--- config.mk ---
export PLATFORM = sky130hd
export DESIGN_NAME = dio_top
export DESIGN_NICKNAME = d
export VERILOG_FILES = /design/src/rtl/dio_pkg.sv /design/src/rtl/dio_sig_if.sv /design/src/rtl/dio_in_sync.sv /design/src/rtl/dio_top.sv
export SDC_FILE = /design/constraint.sdc
export NUM_CORES = 1
export LEC_CHECK = 0
export ABC_AREA = 1
export BUFFER_PORTS_ARGS = -buffer_cell sky130_fd_sc_hd__buf_2
export CORE_MARGIN = 2
export CORE_UTILIZATION = 36
export DETAILED_ROUTE_END_ITERATION = 12
export HOLD_SLACK_MARGIN = 0.1
export SYNTH_ARGS = -nofsm -noshare
export SYNTH_HDL_FRONTEND = slang
export SYNTH_SLANG_ARGS = --single-unit
--- constraint.sdc ---
create_clock -name ref_clk -period 2.3 [get_ports ref_clk]
set_clock_uncertainty 0.1 [all_clocks]
set_input_delay 0.46 -clock ref_clk [delete_from_list [all_inputs] [get_ports ref_clk]]
set_output_delay 0.46 -clock ref_clk [all_outputs]
set_load 0.1 [all_outputs]
--- src/rtl/dio_pkg.sv ---
// Contract
// (RULE1) Servo request rising edge turns servo on
// (RULE2) Servo active output follows servo power
// (RULE3) Rights request is a held level input
// (RULE4) Rights status shows granted rights
// (RULE5) Inhibit request edge toggles motion inhibit
// (RULE6) Inhibit status shows motion inhibit state
// (RULE7) Retreat request edge starts retreat return
// (RULE8) Retreat active output during whole return
// (RULE9) Output clear edge resets general outputs
// (RULE10) Emergency status set once stop occurred
// (RULE11) Slot start edge runs slot, running shown
// (RULE12) Slot halt level pauses slot, paused shown
// (RULE13) Program select edge latches numeric input
// (RULE14) Speed select latches numeric input as override
// (RULE15) Sequencer holds numeric input stable during select
// (RULE16) Numeric output shows the requested item
// (RULE17) Program report edge shows program, flag
// (RULE18) Line report edge shows line, flag
// (RULE19) Speed report edge shows override, flag
// (RULE20) Fault report edge shows error, flag
// (RULE21) Level inputs act while on only
// (RULE22) Edge inputs act on rise, hold
// (RULE23) Numeric bus configured by four bit numbers
// (RULE24) One item shown; newest replaces older
// (RULE25) All inputs synchronised before edge detection
package dio_pkg;
	localparam int NUM_W = 16;
	localparam int SLOTS = 32;
	// ----------------------------------------
	// Synchronised input vector layout
	// ----------------------------------------
	localparam int SG_SERVO = 0;
	localparam int SG_RIGHT = 1;
	localparam int SG_INHIB = 2;
	localparam int SG_RETR  = 3;
	localparam int SG_OCLR  = 4;
	localparam int SG_EMG   = 5;
	localparam int SG_PSEL  = 6;
	localparam int SG_SSEL  = 7;
	localparam int SG_PREP  = 8;
	localparam int SG_LREP  = 9;
	localparam int SG_SREP  = 10;
	localparam int SG_FREP  = 11;
	localparam int SG_START = 12;
	localparam int SG_HALT  = 44;
	localparam int SG_NUM   = 76;
	localparam int SG_W     = 92;
	// ----------------------------------------
	// Register map
	// ----------------------------------------
	localparam logic [7:0] OFS_CTRL  = 8'h00;
	localparam logic [7:0] OFS_STAT  = 8'h04;
	localparam logic [7:0] OFS_SDONE = 8'h08;
	localparam logic [7:0] OFS_LINE  = 8'h0C;
	localparam logic [7:0] OFS_ERR   = 8'h10;
	localparam logic [7:0] OFS_PROG  = 8'h14;
	localparam logic [7:0] OFS_OVRD  = 8'h18;
	localparam logic [7:0] OFS_IOCFG = 8'h1C;
	localparam logic [7:0] OFS_RUN   = 8'h20;
	localparam logic [7:0] OFS_WAIT  = 8'h24;
	localparam logic [7:0] OFS_GPOUT = 8'h28;
	localparam int CT_RDONE  = 0;
	localparam int CT_EMGCLR = 1;
	localparam int CT_SVOFF  = 2;
	localparam logic [31:0] IOCFG_RST = 32'h0F00_0F00;
	// Report flag positions, one-hot
	localparam int RP_PROG = 0;
	localparam int RP_LINE = 1;
	localparam int RP_SPD  = 2;
	localparam int RP_FLT  = 3;
endpackage

--- src/rtl/dio_sig_if.sv ---
`timescale 1ns/1ps
interface dio_sig_if;
	import dio_pkg::*;
	logic [SG_W-1:0] lvl;
	logic [SG_W-1:0] rise;
	modport src (output lvl, output rise);
	modport dst (input lvl, input rise);
endinterface

--- src/rtl/dio_in_sync.sv ---
`timescale 1ns/1ps
module dio_in_sync
	import dio_pkg::*;
(
	input  wire logic            ref_clk,
	input  wire logic            rst_b,
	input  wire logic [SG_W-1:0] raw_in,
	dio_sig_if.src               sig
);
	typedef struct packed {
		logic [SG_W-1:0] s1;
		logic [SG_W-1:0] s2;
		logic [SG_W-1:0] s3;
	} dio_sync_t;

	dio_sync_t st_reg;
	dio_sync_t st_next;

	// ----------------------------------------
	// Two-stage sync, third stage for edges
	// ----------------------------------------
	always_comb begin
		st_next = st_reg;
		st_next.s1 = raw_in; // [RULE25]
		st_next.s2 = st_reg.s1;
		st_next.s3 = st_reg.s2;
		if (!rst_b) begin
			st_next = '0;
		end
	end

	always_ff @(posedge ref_clk) begin
		st_reg <= st_next;
	end

	// Edges taken from the settled stages only
	assign sig.lvl  = st_reg.s2;
	assign sig.rise = st_reg.s2 & ~st_reg.s3; // [RULE25] [RULE22]
endmodule // dio_in_sync

--- src/rtl/dio_top.sv ---
// Added by the designer: the placing of the registers and the APB interface to the registers.
`timescale 1ns/1ps
module dio_top
	import dio_pkg::*;
(
	input  wire logic             ref_clk,
	input  wire logic             rst_b,
	input  wire logic [7:0]       paddr,
	input  wire logic             psel,
	input  wire logic             penable,
	input  wire logic             pwrite,
	input  wire logic [31:0]      pwdata,
	output logic      [31:0]      prdata,
	output logic                  pready,
	output logic                  pslverr,
	input  wire logic             servo_enable_req,
	input  wire logic             control_rights_req,
	input  wire logic             motion_inhibit_req,
	input  wire logic             retreat_req,
	input  wire logic             output_clear_req,
	input  wire logic             emergency_stop_in,
	input  wire logic [SLOTS-1:0] slot_start,
	input  wire logic [SLOTS-1:0] slot_halt,
	input  wire logic             program_select,
	input  wire logic             speed_scale_select,
	input  wire logic [NUM_W-1:0] numeric_bus_in,
	input  wire logic             program_report_req,
	input  wire logic             line_report_req,
	input  wire logic             speed_report_req,
	input  wire logic             fault_report_req,
	output logic                  servo_active,
	output logic                  control_rights_status,
	output logic                  motion_inhibit_status,
	output logic                  retreat_active,
	output logic                  emergency_halt_status,
	output logic      [SLOTS-1:0] slot_running,
	output logic      [SLOTS-1:0] slot_paused,
	output logic      [NUM_W-1:0] numeric_bus_out,
	output logic                  program_report_flag,
	output logic                  line_report_flag,
	output logic                  speed_report_flag,
	output logic                  fault_report_flag,
	output logic      [NUM_W-1:0] gp_out
);
	typedef struct packed {
		logic             servo;
		logic             rights;
		logic             inhibit;
		logic             retreat;
		logic             emg;
		logic [SLOTS-1:0] run;
		logic [SLOTS-1:0] paused;
		logic [NUM_W-1:0] prog;
		logic [NUM_W-1:0] ovrd;
		logic [NUM_W-1:0] line;
		logic [NUM_W-1:0] err;
		logic [NUM_W-1:0] gp;
		logic [31:0]      iocfg;
		logic [NUM_W-1:0] num_out;
		logic [3:0]       rep;
		logic             pready;
		logic             pslverr;
		logic [31:0]      prdata;
	} dio_state_t;

	dio_state_t st_reg;
	dio_state_t st_next;

	// ----------------------------------------
	// Numeric field helpers
	// ----------------------------------------
	// Mask of bits first..last; empty if last is below first
	function automatic logic [NUM_W-1:0] dio_fmask(input logic [3:0] first, input logic [3:0] last);
		logic [NUM_W-1:0] m;
		m = '0;
		for (int i = 0; i < NUM_W; i++) begin
			if (i >= int'(first) && i <= int'(last)) begin
				m[i] = 1'b1;
			end
		end
		return m;
	endfunction

	function automatic logic [NUM_W-1:0] dio_take(input logic [NUM_W-1:0] bus, input logic [31:0] cfg);
		return (bus & dio_fmask(cfg[3:0], cfg[11:8])) >> cfg[3:0]; // [RULE23]
	endfunction

	function automatic logic [NUM_W-1:0] dio_place(input logic [NUM_W-1:0] val, input logic [31:0] cfg);
		return (val << cfg[19:16]) & dio_fmask(cfg[19:16], cfg[27:24]); // [RULE23]
	endfunction

	// ----------------------------------------
	// Input synchroniser
	// ----------------------------------------
	dio_sig_if sig ();

	dio_in_sync u_sync (
		.ref_clk (ref_clk),
		.rst_b   (rst_b),
		.raw_in  ({numeric_bus_in, slot_halt, slot_start, fault_report_req, speed_report_req,
			line_report_req, program_report_req, speed_scale_select, program_select,
			emergency_stop_in, output_clear_req, retreat_req, motion_inhibit_req,
			control_rights_req, servo_enable_req}),
		.sig     (sig.src)
	);

	logic [NUM_W-1:0] num_val;
	logic [SLOTS-1:0] start_rise;
	logic [SLOTS-1:0] halt_lvl;
	logic             acc;
	logic             wr_ok;
	logic             wr_ctrl;
	logic             wr_sdone;

	assign num_val    = dio_take(sig.lvl[SG_NUM +: NUM_W], st_reg.iocfg); // [RULE15]
	assign start_rise = sig.rise[SG_START +: SLOTS];
	assign halt_lvl   = sig.lvl[SG_HALT +: SLOTS];
	// Write lands at the edge where the master sees pready
	assign acc        = psel && penable && st_reg.pready;
	assign wr_ok      = acc && pwrite && !st_reg.pslverr;
	assign wr_ctrl    = wr_ok && paddr == OFS_CTRL;
	assign wr_sdone   = wr_ok && paddr == OFS_SDONE;

	// ----------------------------------------
	// Next state
	// ----------------------------------------
	always_comb begin
		logic        hit;
		logic [31:0] rd;
		st_next = st_reg;
		hit = 1'b1;
		rd = '0;

		// Software side effects first, so hardware events below win
		if (wr_ok) begin
			case (paddr)
				OFS_CTRL: begin
					if (pwdata[CT_RDONE]) begin
						st_next.retreat = 1'b0;
					end
					if (pwdata[CT_EMGCLR]) begin
						st_next.emg = 1'b0;
					end
					if (pwdata[CT_SVOFF]) begin
						st_next.servo = 1'b0;
					end
				end
				OFS_SDONE: st_next.run = st_reg.run & ~pwdata;
				OFS_LINE:  st_next.line = pwdata[NUM_W-1:0];
				OFS_ERR:   st_next.err = pwdata[NUM_W-1:0];
				OFS_IOCFG: st_next.iocfg = pwdata;
				OFS_GPOUT: st_next.gp = pwdata[NUM_W-1:0];
				default: ;
			endcase
		end

		if (sig.rise[SG_SERVO]) begin
			st_next.servo = 1'b1; // [RULE1] [RULE22]
		end
		st_next.rights = sig.lvl[SG_RIGHT]; // [RULE3] [RULE4] [RULE21]
		if (sig.rise[SG_INHIB]) begin
			st_next.inhibit = !st_reg.inhibit; // [RULE5] [RULE6]
		end
		if (sig.rise[SG_RETR]) begin
			st_next.retreat = 1'b1; // [RULE7] [RULE8]
		end
		if (sig.rise[SG_OCLR]) begin
			st_next.gp = '0; // [RULE9]
		end
		// Emergency drops servo and aborts a retreat; the flag is sticky
		if (sig.lvl[SG_EMG]) begin
			st_next.emg = 1'b1; // [RULE10]
			st_next.servo = 1'b0;
			st_next.retreat = 1'b0;
		end

		st_next.run = st_next.run | start_rise; // [RULE11]
		st_next.paused = halt_lvl; // [RULE12] [RULE21]

		if (sig.rise[SG_PSEL]) begin
			st_next.prog = num_val; // [RULE13]
		end
		if (sig.rise[SG_SSEL]) begin
			st_next.ovrd = num_val; // [RULE14]
		end

		// Fault report has the highest priority on a same-cycle tie
		if (sig.rise[SG_FREP]) begin
			st_next.num_out = dio_place(st_reg.err, st_reg.iocfg); // [RULE20] [RULE16]
			st_next.rep = 4'h1 << RP_FLT; // [RULE24]
		end else if (sig.rise[SG_SREP]) begin
			st_next.num_out = dio_place(st_reg.ovrd, st_reg.iocfg); // [RULE19] [RULE16]
			st_next.rep = 4'h1 << RP_SPD; // [RULE24]
		end else if (sig.rise[SG_LREP]) begin
			st_next.num_out = dio_place(st_reg.line, st_reg.iocfg); // [RULE18] [RULE16]
			st_next.rep = 4'h1 << RP_LINE; // [RULE24]
		end else if (sig.rise[SG_PREP]) begin
			st_next.num_out = dio_place(st_reg.prog, st_reg.iocfg); // [RULE17] [RULE16]
			st_next.rep = 4'h1 << RP_PROG; // [RULE24]
		end

		// APB: one wait cycle, then pready for one cycle
		case (paddr)
			OFS_CTRL:  rd = '0;
			OFS_STAT:  rd = {27'h0, st_reg.emg, st_reg.retreat, st_reg.inhibit, st_reg.rights, st_reg.servo};
			OFS_SDONE: rd = '0;
			OFS_LINE:  rd = {16'h0, st_reg.line};
			OFS_ERR:   rd = {16'h0, st_reg.err};
			OFS_PROG:  rd = {16'h0, st_reg.prog};
			OFS_OVRD:  rd = {16'h0, st_reg.ovrd};
			OFS_IOCFG: rd = st_reg.iocfg;
			OFS_RUN:   rd = st_reg.run;
			OFS_WAIT:  rd = st_reg.paused;
			OFS_GPOUT: rd = {16'h0, st_reg.gp};
			default:   hit = 1'b0;
		endcase
		st_next.pready = psel && penable && !st_reg.pready;
		st_next.pslverr = psel && penable && !st_reg.pready && !hit;
		st_next.prdata = (psel && !pwrite && hit) ? rd : '0;

		if (!rst_b) begin
			st_next = '0;
			st_next.iocfg = IOCFG_RST;
		end
	end

	always_ff @(posedge ref_clk) begin
		st_reg <= st_next;
	end

	// ----------------------------------------
	// Outputs
	// ----------------------------------------
	assign prdata                = st_reg.prdata;
	assign pready                = st_reg.pready;
	assign pslverr               = st_reg.pslverr;
	assign servo_active          = st_reg.servo; // [RULE2]
	assign control_rights_status = st_reg.rights;
	assign motion_inhibit_status = st_reg.inhibit;
	assign retreat_active        = st_reg.retreat;
	assign emergency_halt_status = st_reg.emg;
	assign slot_running          = st_reg.run;
	assign slot_paused           = st_reg.paused;
	assign numeric_bus_out       = st_reg.num_out;
	assign program_report_flag   = st_reg.rep[RP_PROG];
	assign line_report_flag      = st_reg.rep[RP_LINE];
	assign speed_report_flag     = st_reg.rep[RP_SPD];
	assign fault_report_flag     = st_reg.rep[RP_FLT];
	assign gp_out                = st_reg.gp;
endmodule // dio_top

==> results of run 1 <==
synth_stat cells (2+ instances only):
| library cell | n | area (um2) |
|---|---|---|
| nand2_1 | 727 | 2730 |
| o22ai_1 | 39 | 244 |
| buf_4 | 135 | 1010 |
| o2111ai_1 | 3 | 26.3 |
| inv_2 | 14 | 52.6 |
| nor2_4 | 3 | 33.8 |
| nand3_1 | 166 | 831 |
| dfxtp_1 | 461 | 9230 |
| o21ai_1 | 7 | 35.0 |
| nor2_2 | 5 | 31.3 |
| a21oi_2 | 9 | 78.8 |
| buf_1 | 8 | 30.0 |
| a211oi_1 | 4 | 30.0 |
| clkinv_1 | 4 | 15.0 |
| and2_1 | 2 | 12.5 |
| a221oi_1 | 16 | 140 |
| o221ai_1 | 11 | 96.3 |
| buf_6 | 4 | 45.0 |
| nor2_1 | 146 | 548 |
| clkbuf_1 | 72 | 270 |
| nand2_2 | 2 | 12.5 |
| o211ai_1 | 39 | 293 |
| buf_2 | 48 | 240 |
| a21oi_1 | 161 | 806 |
| mux2i_1 | 2 | 20.0 |
| nor3_1 | 14 | 70.1 |
| nand4_1 | 32 | 200 |
| a32o_1 | 7 | 70.1 |
| inv_1 | 432 | 1620 |
| o21ai_0 | 206 | 1030 |
cell usage in the layout (no fill, tap or decap), types with 6 or more instances in the layout:
master,Yosys,layout
nand4_1,32,32
buf_2,48,274
a221oi_1,16,16
inv_2,14,14
buf_4,135,76
nor2_1,146,146
o21ai_0,206,206
o211ai_1,39,39
nand3_1,166,166
inv_1,432,432
buf_12,0,19
dfxtp_1,461,459
nor3_1,14,14
a32o_1,7,7
nand2_1,727,727
a21oi_1,161,161
a21oi_2,9,9
clkbuf_1,72,13
o22ai_1,39,39
o21ai_1,7,7
clkbuf_16,0,48
o221ai_1,11,11
clkbuf_8,0,6
clkinv_2,0,7
dlygate4sd3_1,0,120
power by group:
| part | internal [W] | switching, W | total (W) |
|---|---|---|---|
| registers | 0.00825 | 0.000151 | 0.00840 |
| logic | 0.000520 | 0.00116 | 0.00168 |
| clock network | 0.00419 | 0.00328 | 0.00748 |
repair_timing:
action / 4_1_cts / 5_1_grt
resized for setup: 0 / 1
hold buffers: 120 / 0
endpoints found under the hold margin: 128 / 0
setup endpoints to repair: 0 / 2
how the worst min path moves through the flow:
stage	from	to	slack [ns]	depth (start not counted)
3_3_place_gp	u_sync.st_reg[228]$_SDFF_PN0_	u_sync.sig.lvl[44]$_SDFF_PN0_	0.29	2
4_1_cts	psel	pready$_SDFF_PN0_	0.10	3
6_report	pwdata[11]	st_reg[65]$_SDFFE_PN1P_	0.11	3
3_5_place_dp	u_sync.sig.lvl[74]$_SDFF_PN0_	slot_paused[30]$_SDFF_PN0_	0.30	2
2_1_floorplan	u_sync.sig.lvl[44]$_SDFF_PN0_	slot_paused[0]$_SDFF_PN0_	0.29	2
5_1_grt	pwdata[11]	st_reg[65]$_SDFFE_PN1P_	0.12	3
stage by stage:
stage	area (um2)	std cells	hold slack [ns]	power, W	setup WS [ns]
detailed placement	21600	3593	0.297	0.0101	0.126
finish	24300	3797	0.106	0.0176	0.195
CTS	24300	3797	0.103	0.0177	0.134
floorplan	19900	2786	0.290	0.00963	0.275
global placement	21600	3593	0.292	0.0101	0.150
global route	24300	3797	0.118	0.0182	0.0228
final cells by class:
cell class	instances	area share
Clock buffer	67	0.0549
Clock inverter	17	0.00717
Inverter	450	0.0696
Multi-Input combinational cell	1608	0.306
Sequential cell	461	0.380
Tap cell	704	0.0363
Timing Repair Buffer	490	0.146
routing by layer:
| layer | wire, um | share of wire | GRT usage |
|---|---|---|---|
| met4 | 2280 | 0.034 | 0.0811 |
| met5 | 30 | 0.00045 | 0 |
| met3 | 5140 | 0.077 | 0.0496 |
| met1 | 30100 | 0.45 | 0.314 |
| met2 | 29200 | 0.44 | 0.355 |
kinds of logic (layout without fill, tap and decap cells):
logic type,count (synthesis),after routing,synth area share
flops,461,461,0.463
buf+inv,717,1024,0.165
xor+xnor,1,1,0.000439
compound gates,503,503,0.143
mux,2,2,0.00100
simple gates,1102,1102,0.227
==> reports/qor.csv, run 1 <==
metric,value,unit
worstSetupPathDepth,1,
ant_nets,0,
yosysUniqueCellTypes,37,
drc_errors,0,
reg2reg_depth,12,
routed_wl,66700,um
multi_input_area,0.00742,mm2
drv_slew,0,
dpl.hpwl,49600,um
netlist_area,0.0199,mm2
final_core_util,0.442,
netlist_instances,2786,
hold_viol,0,
antennaDiodeCount,0,
tns,0,ns
largest_register_ffs,135,
cp_top_family,buffers and inverters,
track_usage,0.229,
synth_nets,2923,
cts_tree,done,
layout-drive-gt1-share,0.155,
dieWidth,239,um
fp.dieH,239,um
critPathKind,flip-flop to output pin,
powerDensity,724,mW/mm2
critPathCaptureType,output pin,
cts_root_buf,clkbuf_16,
endpoint,motion_inhibit_status,
clock_latency,0.59,ns
r2r-start,st_reg[70]$_SDFFE_PN0P_,
setup_violations,0,
cts_setup_buffers,0,
slew_headroom,0.604,
crit_start,motion_inhibit_status$_SDFFE_PN0P_,
ys_ff_latch,461,
cts_max_level,2,
wl_per_cell,17.6,um
finalCriticalPeriod,2.10,ns
max_freq,475,MHz
critPathLaunchType,flip-flop,
period_share,0.915,
avgSynthCellArea,7.16,um2
peakVddDrop,506,uV
critPathSlowestCell,buf_2,
cts_buffer_depth,3,
antenna_found_initial,2,
via_count,18300,
cp_max_fo,3,
grt_pass1_vias,17300,
worst-path-buf-inv,1,
die_area,0.0573,mm2
yosysWarnings,0,
clock-sinks,461,
vias_per_cell,4.83,
cts_made_buffers,48,
synth-seq-area-share,0.463,
port_buffers,275,
row_count,86,
worstPathArrival,1.54,ns
grt_overflow,0,
crit_chain,buf_2,
grt_pass1_wl,101000,um
min_path_type,input port to flip-flop,
tightest_slew,0.594,ns
regArea,0.00923,mm2
p_leak,12.3,nW
drt_iter0_drc,1899,
cap_violations,0,
max_stage_delay,0.48,ns
async_flop_share,0,
clk_pin_slew,0.06,ns
synth_ff_type,dfxtp_1,
grt_max_degree,77,
synth_enable_flop_cells,0,
reg2reg_setup_slack,0.24,ns
initial_utilization,0.363,
status,finished clean,
syn2layout_area_growth,21.7,%
io_pins,276,
nets,3196,
crit_required,1.74,ns
globalplace.congestion,0.944,
rsz0062_at_grt,no,
num-fill-cells,5634,
rr_endpoint,numeric_bus_out[10]$_SDFFE_PN0P_,
firstDrtPassIters,6,
core-area,0.0549,mm2
No activity file was read; power rests on OpenSTA's default activity.
==> inputs of run 2 (changes only) <==
--- a/config.mk
+++ b/config.mk
@@ -7,10 +7,14 @@
 export LEC_CHECK = 0
 export ABC_AREA = 1
 export BUFFER_PORTS_ARGS = -buffer_cell sky130_fd_sc_hd__buf_2
+export CELL_PAD_IN_SITES_DETAIL_PLACEMENT = 0
+export CELL_PAD_IN_SITES_GLOBAL_PLACEMENT = 1
 export CORE_MARGIN = 2
 export CORE_UTILIZATION = 36
 export DETAILED_ROUTE_END_ITERATION = 12
 export HOLD_SLACK_MARGIN = 0.1
+export PLACE_DENSITY_LB_ADDON = 0.1
+export REMOVE_ABC_BUFFERS = 1
 export SYNTH_ARGS = -nofsm -noshare
 export SYNTH_HDL_FRONTEND = slang
 export SYNTH_SLANG_ARGS = --single-unit
==> reports/qor.csv, run 2 (synthesis gave the netlist of run 1 again) <==
metric,value,unit,change
status,finished clean,,
hold_viol,0,,unchanged
wl_per_cell,18.4,um,+5.0%
die_area,0.0573,mm2,unchanged
largest_register_ffs,135,,unchanged
cts_max_level,2,,unchanged
period_share,0.916,,about the same
firstDrtPassIters,5,,-1
drt_iter0_drc,1249,,-34%
final_cell_mix,"nand2_1 (727), dfxtp_1 (460), inv_1 (432)",,
rr_endpoint,numeric_bus_out[7]$_SDFFE_PN0P_,,
reg2reg_setup_slack,0.19,ns,-0.05 ns
fp.dieH,239,um,unchanged
cts_root_buf,clkbuf_16,,
finalCriticalPeriod,2.11,ns,+0.00173 ns
globalplace.congestion,0.901,,-4.6%
grt_overflow,0,,unchanged
final_cell_area,0.0248,mm2,+2.0%
clock_latency,0.61,ns,+0.02 ns
dpl.hpwl,52900,um,+6.7%
port_buffers,275,,unchanged
min_delay_worst_endpoint,pready$_SDFF_PN0_,,
cts_setup_buffers,0,,unchanged
max_freq,475,MHz,about the same
cp_max_fo,42,,+39
critPathKind,flip-flop to flip-flop,,
crit_required,2.66,ns,+0.92 ns
critPathCaptureType,flip-flop,,
drv_slew,0,,unchanged
antennaDiodeCount,0,,unchanged
final_core_util,0.451,,+0.00903
slew_headroom,0.645,,+0.0404
dieWidth,239,um,unchanged
track_usage,0.245,,+0.0155
powerDensity,759,mW/mm2,+4.8%
p_leak,12.6,nW,+2.1%
io_pins,276,,unchanged
cap_violations,0,,unchanged
grt_pass1_wl,106000,um,+5.1%
clk_pin_slew,0.06,ns,about the same
clock-sinks,461,,unchanged
hold_start,psel,,
via_count,18500,,+1.0%
min_path_type,input port to flip-flop,,
critPathLaunchType,flip-flop,,
worstPathArrival,2.47,ns,+0.93 ns
grt_pass1_vias,18100,,+4.4%
setup_violations,0,,unchanged
vias_per_cell,4.83,,about the same
tns,0,ns,unchanged
reg2reg_depth,11,,-1
antenna_found_initial,0,,-2
nets,3224,,+0.88%
place_area,0.0217,mm2,+0.66%
layout-drive-gt1-share,0.164,,+0.00844
ant_nets,0,,unchanged
row_count,86,,unchanged
peakVddDrop,557,uV,+10%
cts_tree,done,,
routed_wl,70700,um,+6.0%
r2r-start,st_reg[70]$_SDFFE_PN0P_,,
cts_buffer_depth,3,,unchanged
whs_path_depth,3,,unchanged
core-area,0.0549,mm2,unchanged
cts_made_buffers,51,,+6.3%
grt_max_degree,81,,+5.2%
syn2layout_area_growth,24.2,%,
initial_utilization,0.363,,unchanged
num-fill-cells,5698,,+1.1%
drc_errors,0,,unchanged
final_common_cell,nand2_1,,
tightest_slew,0.537,ns,-0.0569 ns
rsz0062_at_grt,no,,
[run 2: cell count changes in the layout (fill, tap and decap cells not counted), sizes merged]
cell	previous run	this run
buf	370	390
clkinvlp	2	1
clkbuf	67	70
dlygate4sd3	120	125
clkinv	17	19
bufinv	1	8
[run 2: metal layers]
layer | routed length [um] | share of wire | up-vias | global-route usage
li1 | - | - | 9276 | -
met1 | 32900 | 0.47 | 8627 | 0.332
met2 | 31900 | 0.45 | 496 | 0.389
met3 | 3650 | 0.052 | 132 | 0.0440
met4 | 2270 | 0.032 | 0 | 0.0862
met5 | 0 | 0 | - | 0
[run 2: timing repair]
| action | 4_1_cts | 5_1_grt |
|---|---|---|
| resized for setup | 0 | 4 |
| endpoints found under the setup margin | 0 | 5 |
| hold buffers | 125 | 0 |
| endpoints found under the hold margin | 167 | 0 |
[run 2: area by class of cell]
type,count,area [um2],share of cell area
multi-input cells,1608,7430,0.300
inverters,450,1690,0.0683
clock inverters,25,383,0.0155
repair buffers,515,3730,0.150
clock buffers,70,1430,0.0576
well taps,704,881,0.0356
flip-flops and latches,461,9230,0.373
[run 2: worst max-delay path by stage]
stage | startpoint | end | slack [ns] | depth (start not counted)
floorplan | st_reg[70]$_SDFFE_PN0P_ | numeric_bus_out[13]$_SDFFE_PN0P_ | -1.21 | 12
global placement | paddr[7] | prdata[11]$_SDFF_PN0_ | 0.12 | 11
detailed placement | paddr[7] | prdata[10]$_SDFF_PN0_ | 0.09 | 11
CTS | st_reg[70]$_SDFFE_PN0P_ | numeric_bus_out[7]$_SDFFE_PN0P_ | 0.13 | 11
global route | st_reg[70]$_SDFFE_PN0P_ | numeric_bus_out[12]$_SDFFE_PN0P_ | 0.002 | 13
finish | st_reg[70]$_SDFFE_PN0P_ | numeric_bus_out[7]$_SDFFE_PN0P_ | 0.19 | 11
[run 2: where the power goes]
part           switching [W]  total (W)  internal [W]
logic                0.00117    0.00171      0.000540
registers           0.000146    0.00840       0.00825
clock network        0.00340    0.00868       0.00527
[run 2: worst max-delay path, cell delays in order (launching register included)]
cell	delay [ns]
dfxtp_2	0.37
buf_12	0.18
buf_12	0.22
o211ai_1	0.17
nand3_1	0.10
nand2_1	0.07
buf_4	0.14
o21ai_0	0.30
buf_4	0.17
inv_1	0.03
nand2_1	0.05
a21oi_1	0.05
[run 2: stage by stage]
stage / power, W / std cells / hold slack [ns] / setup WS (ns)
4_1_cts: 0.0190 / 3833 / 0.103 / 0.125
2_1_floorplan: 0.00947 / 2519 / 0.290 / -1.21
5_1_grt: 0.0195 / 3833 / 0.140 / 0.00217
3_5_place_dp: 0.0101 / 3613 / 0.296 / 0.0893
3_3_place_gp: 0.0101 / 3613 / 0.291 / 0.117
6_report: 0.0188 / 3833 / 0.131 / 0.193
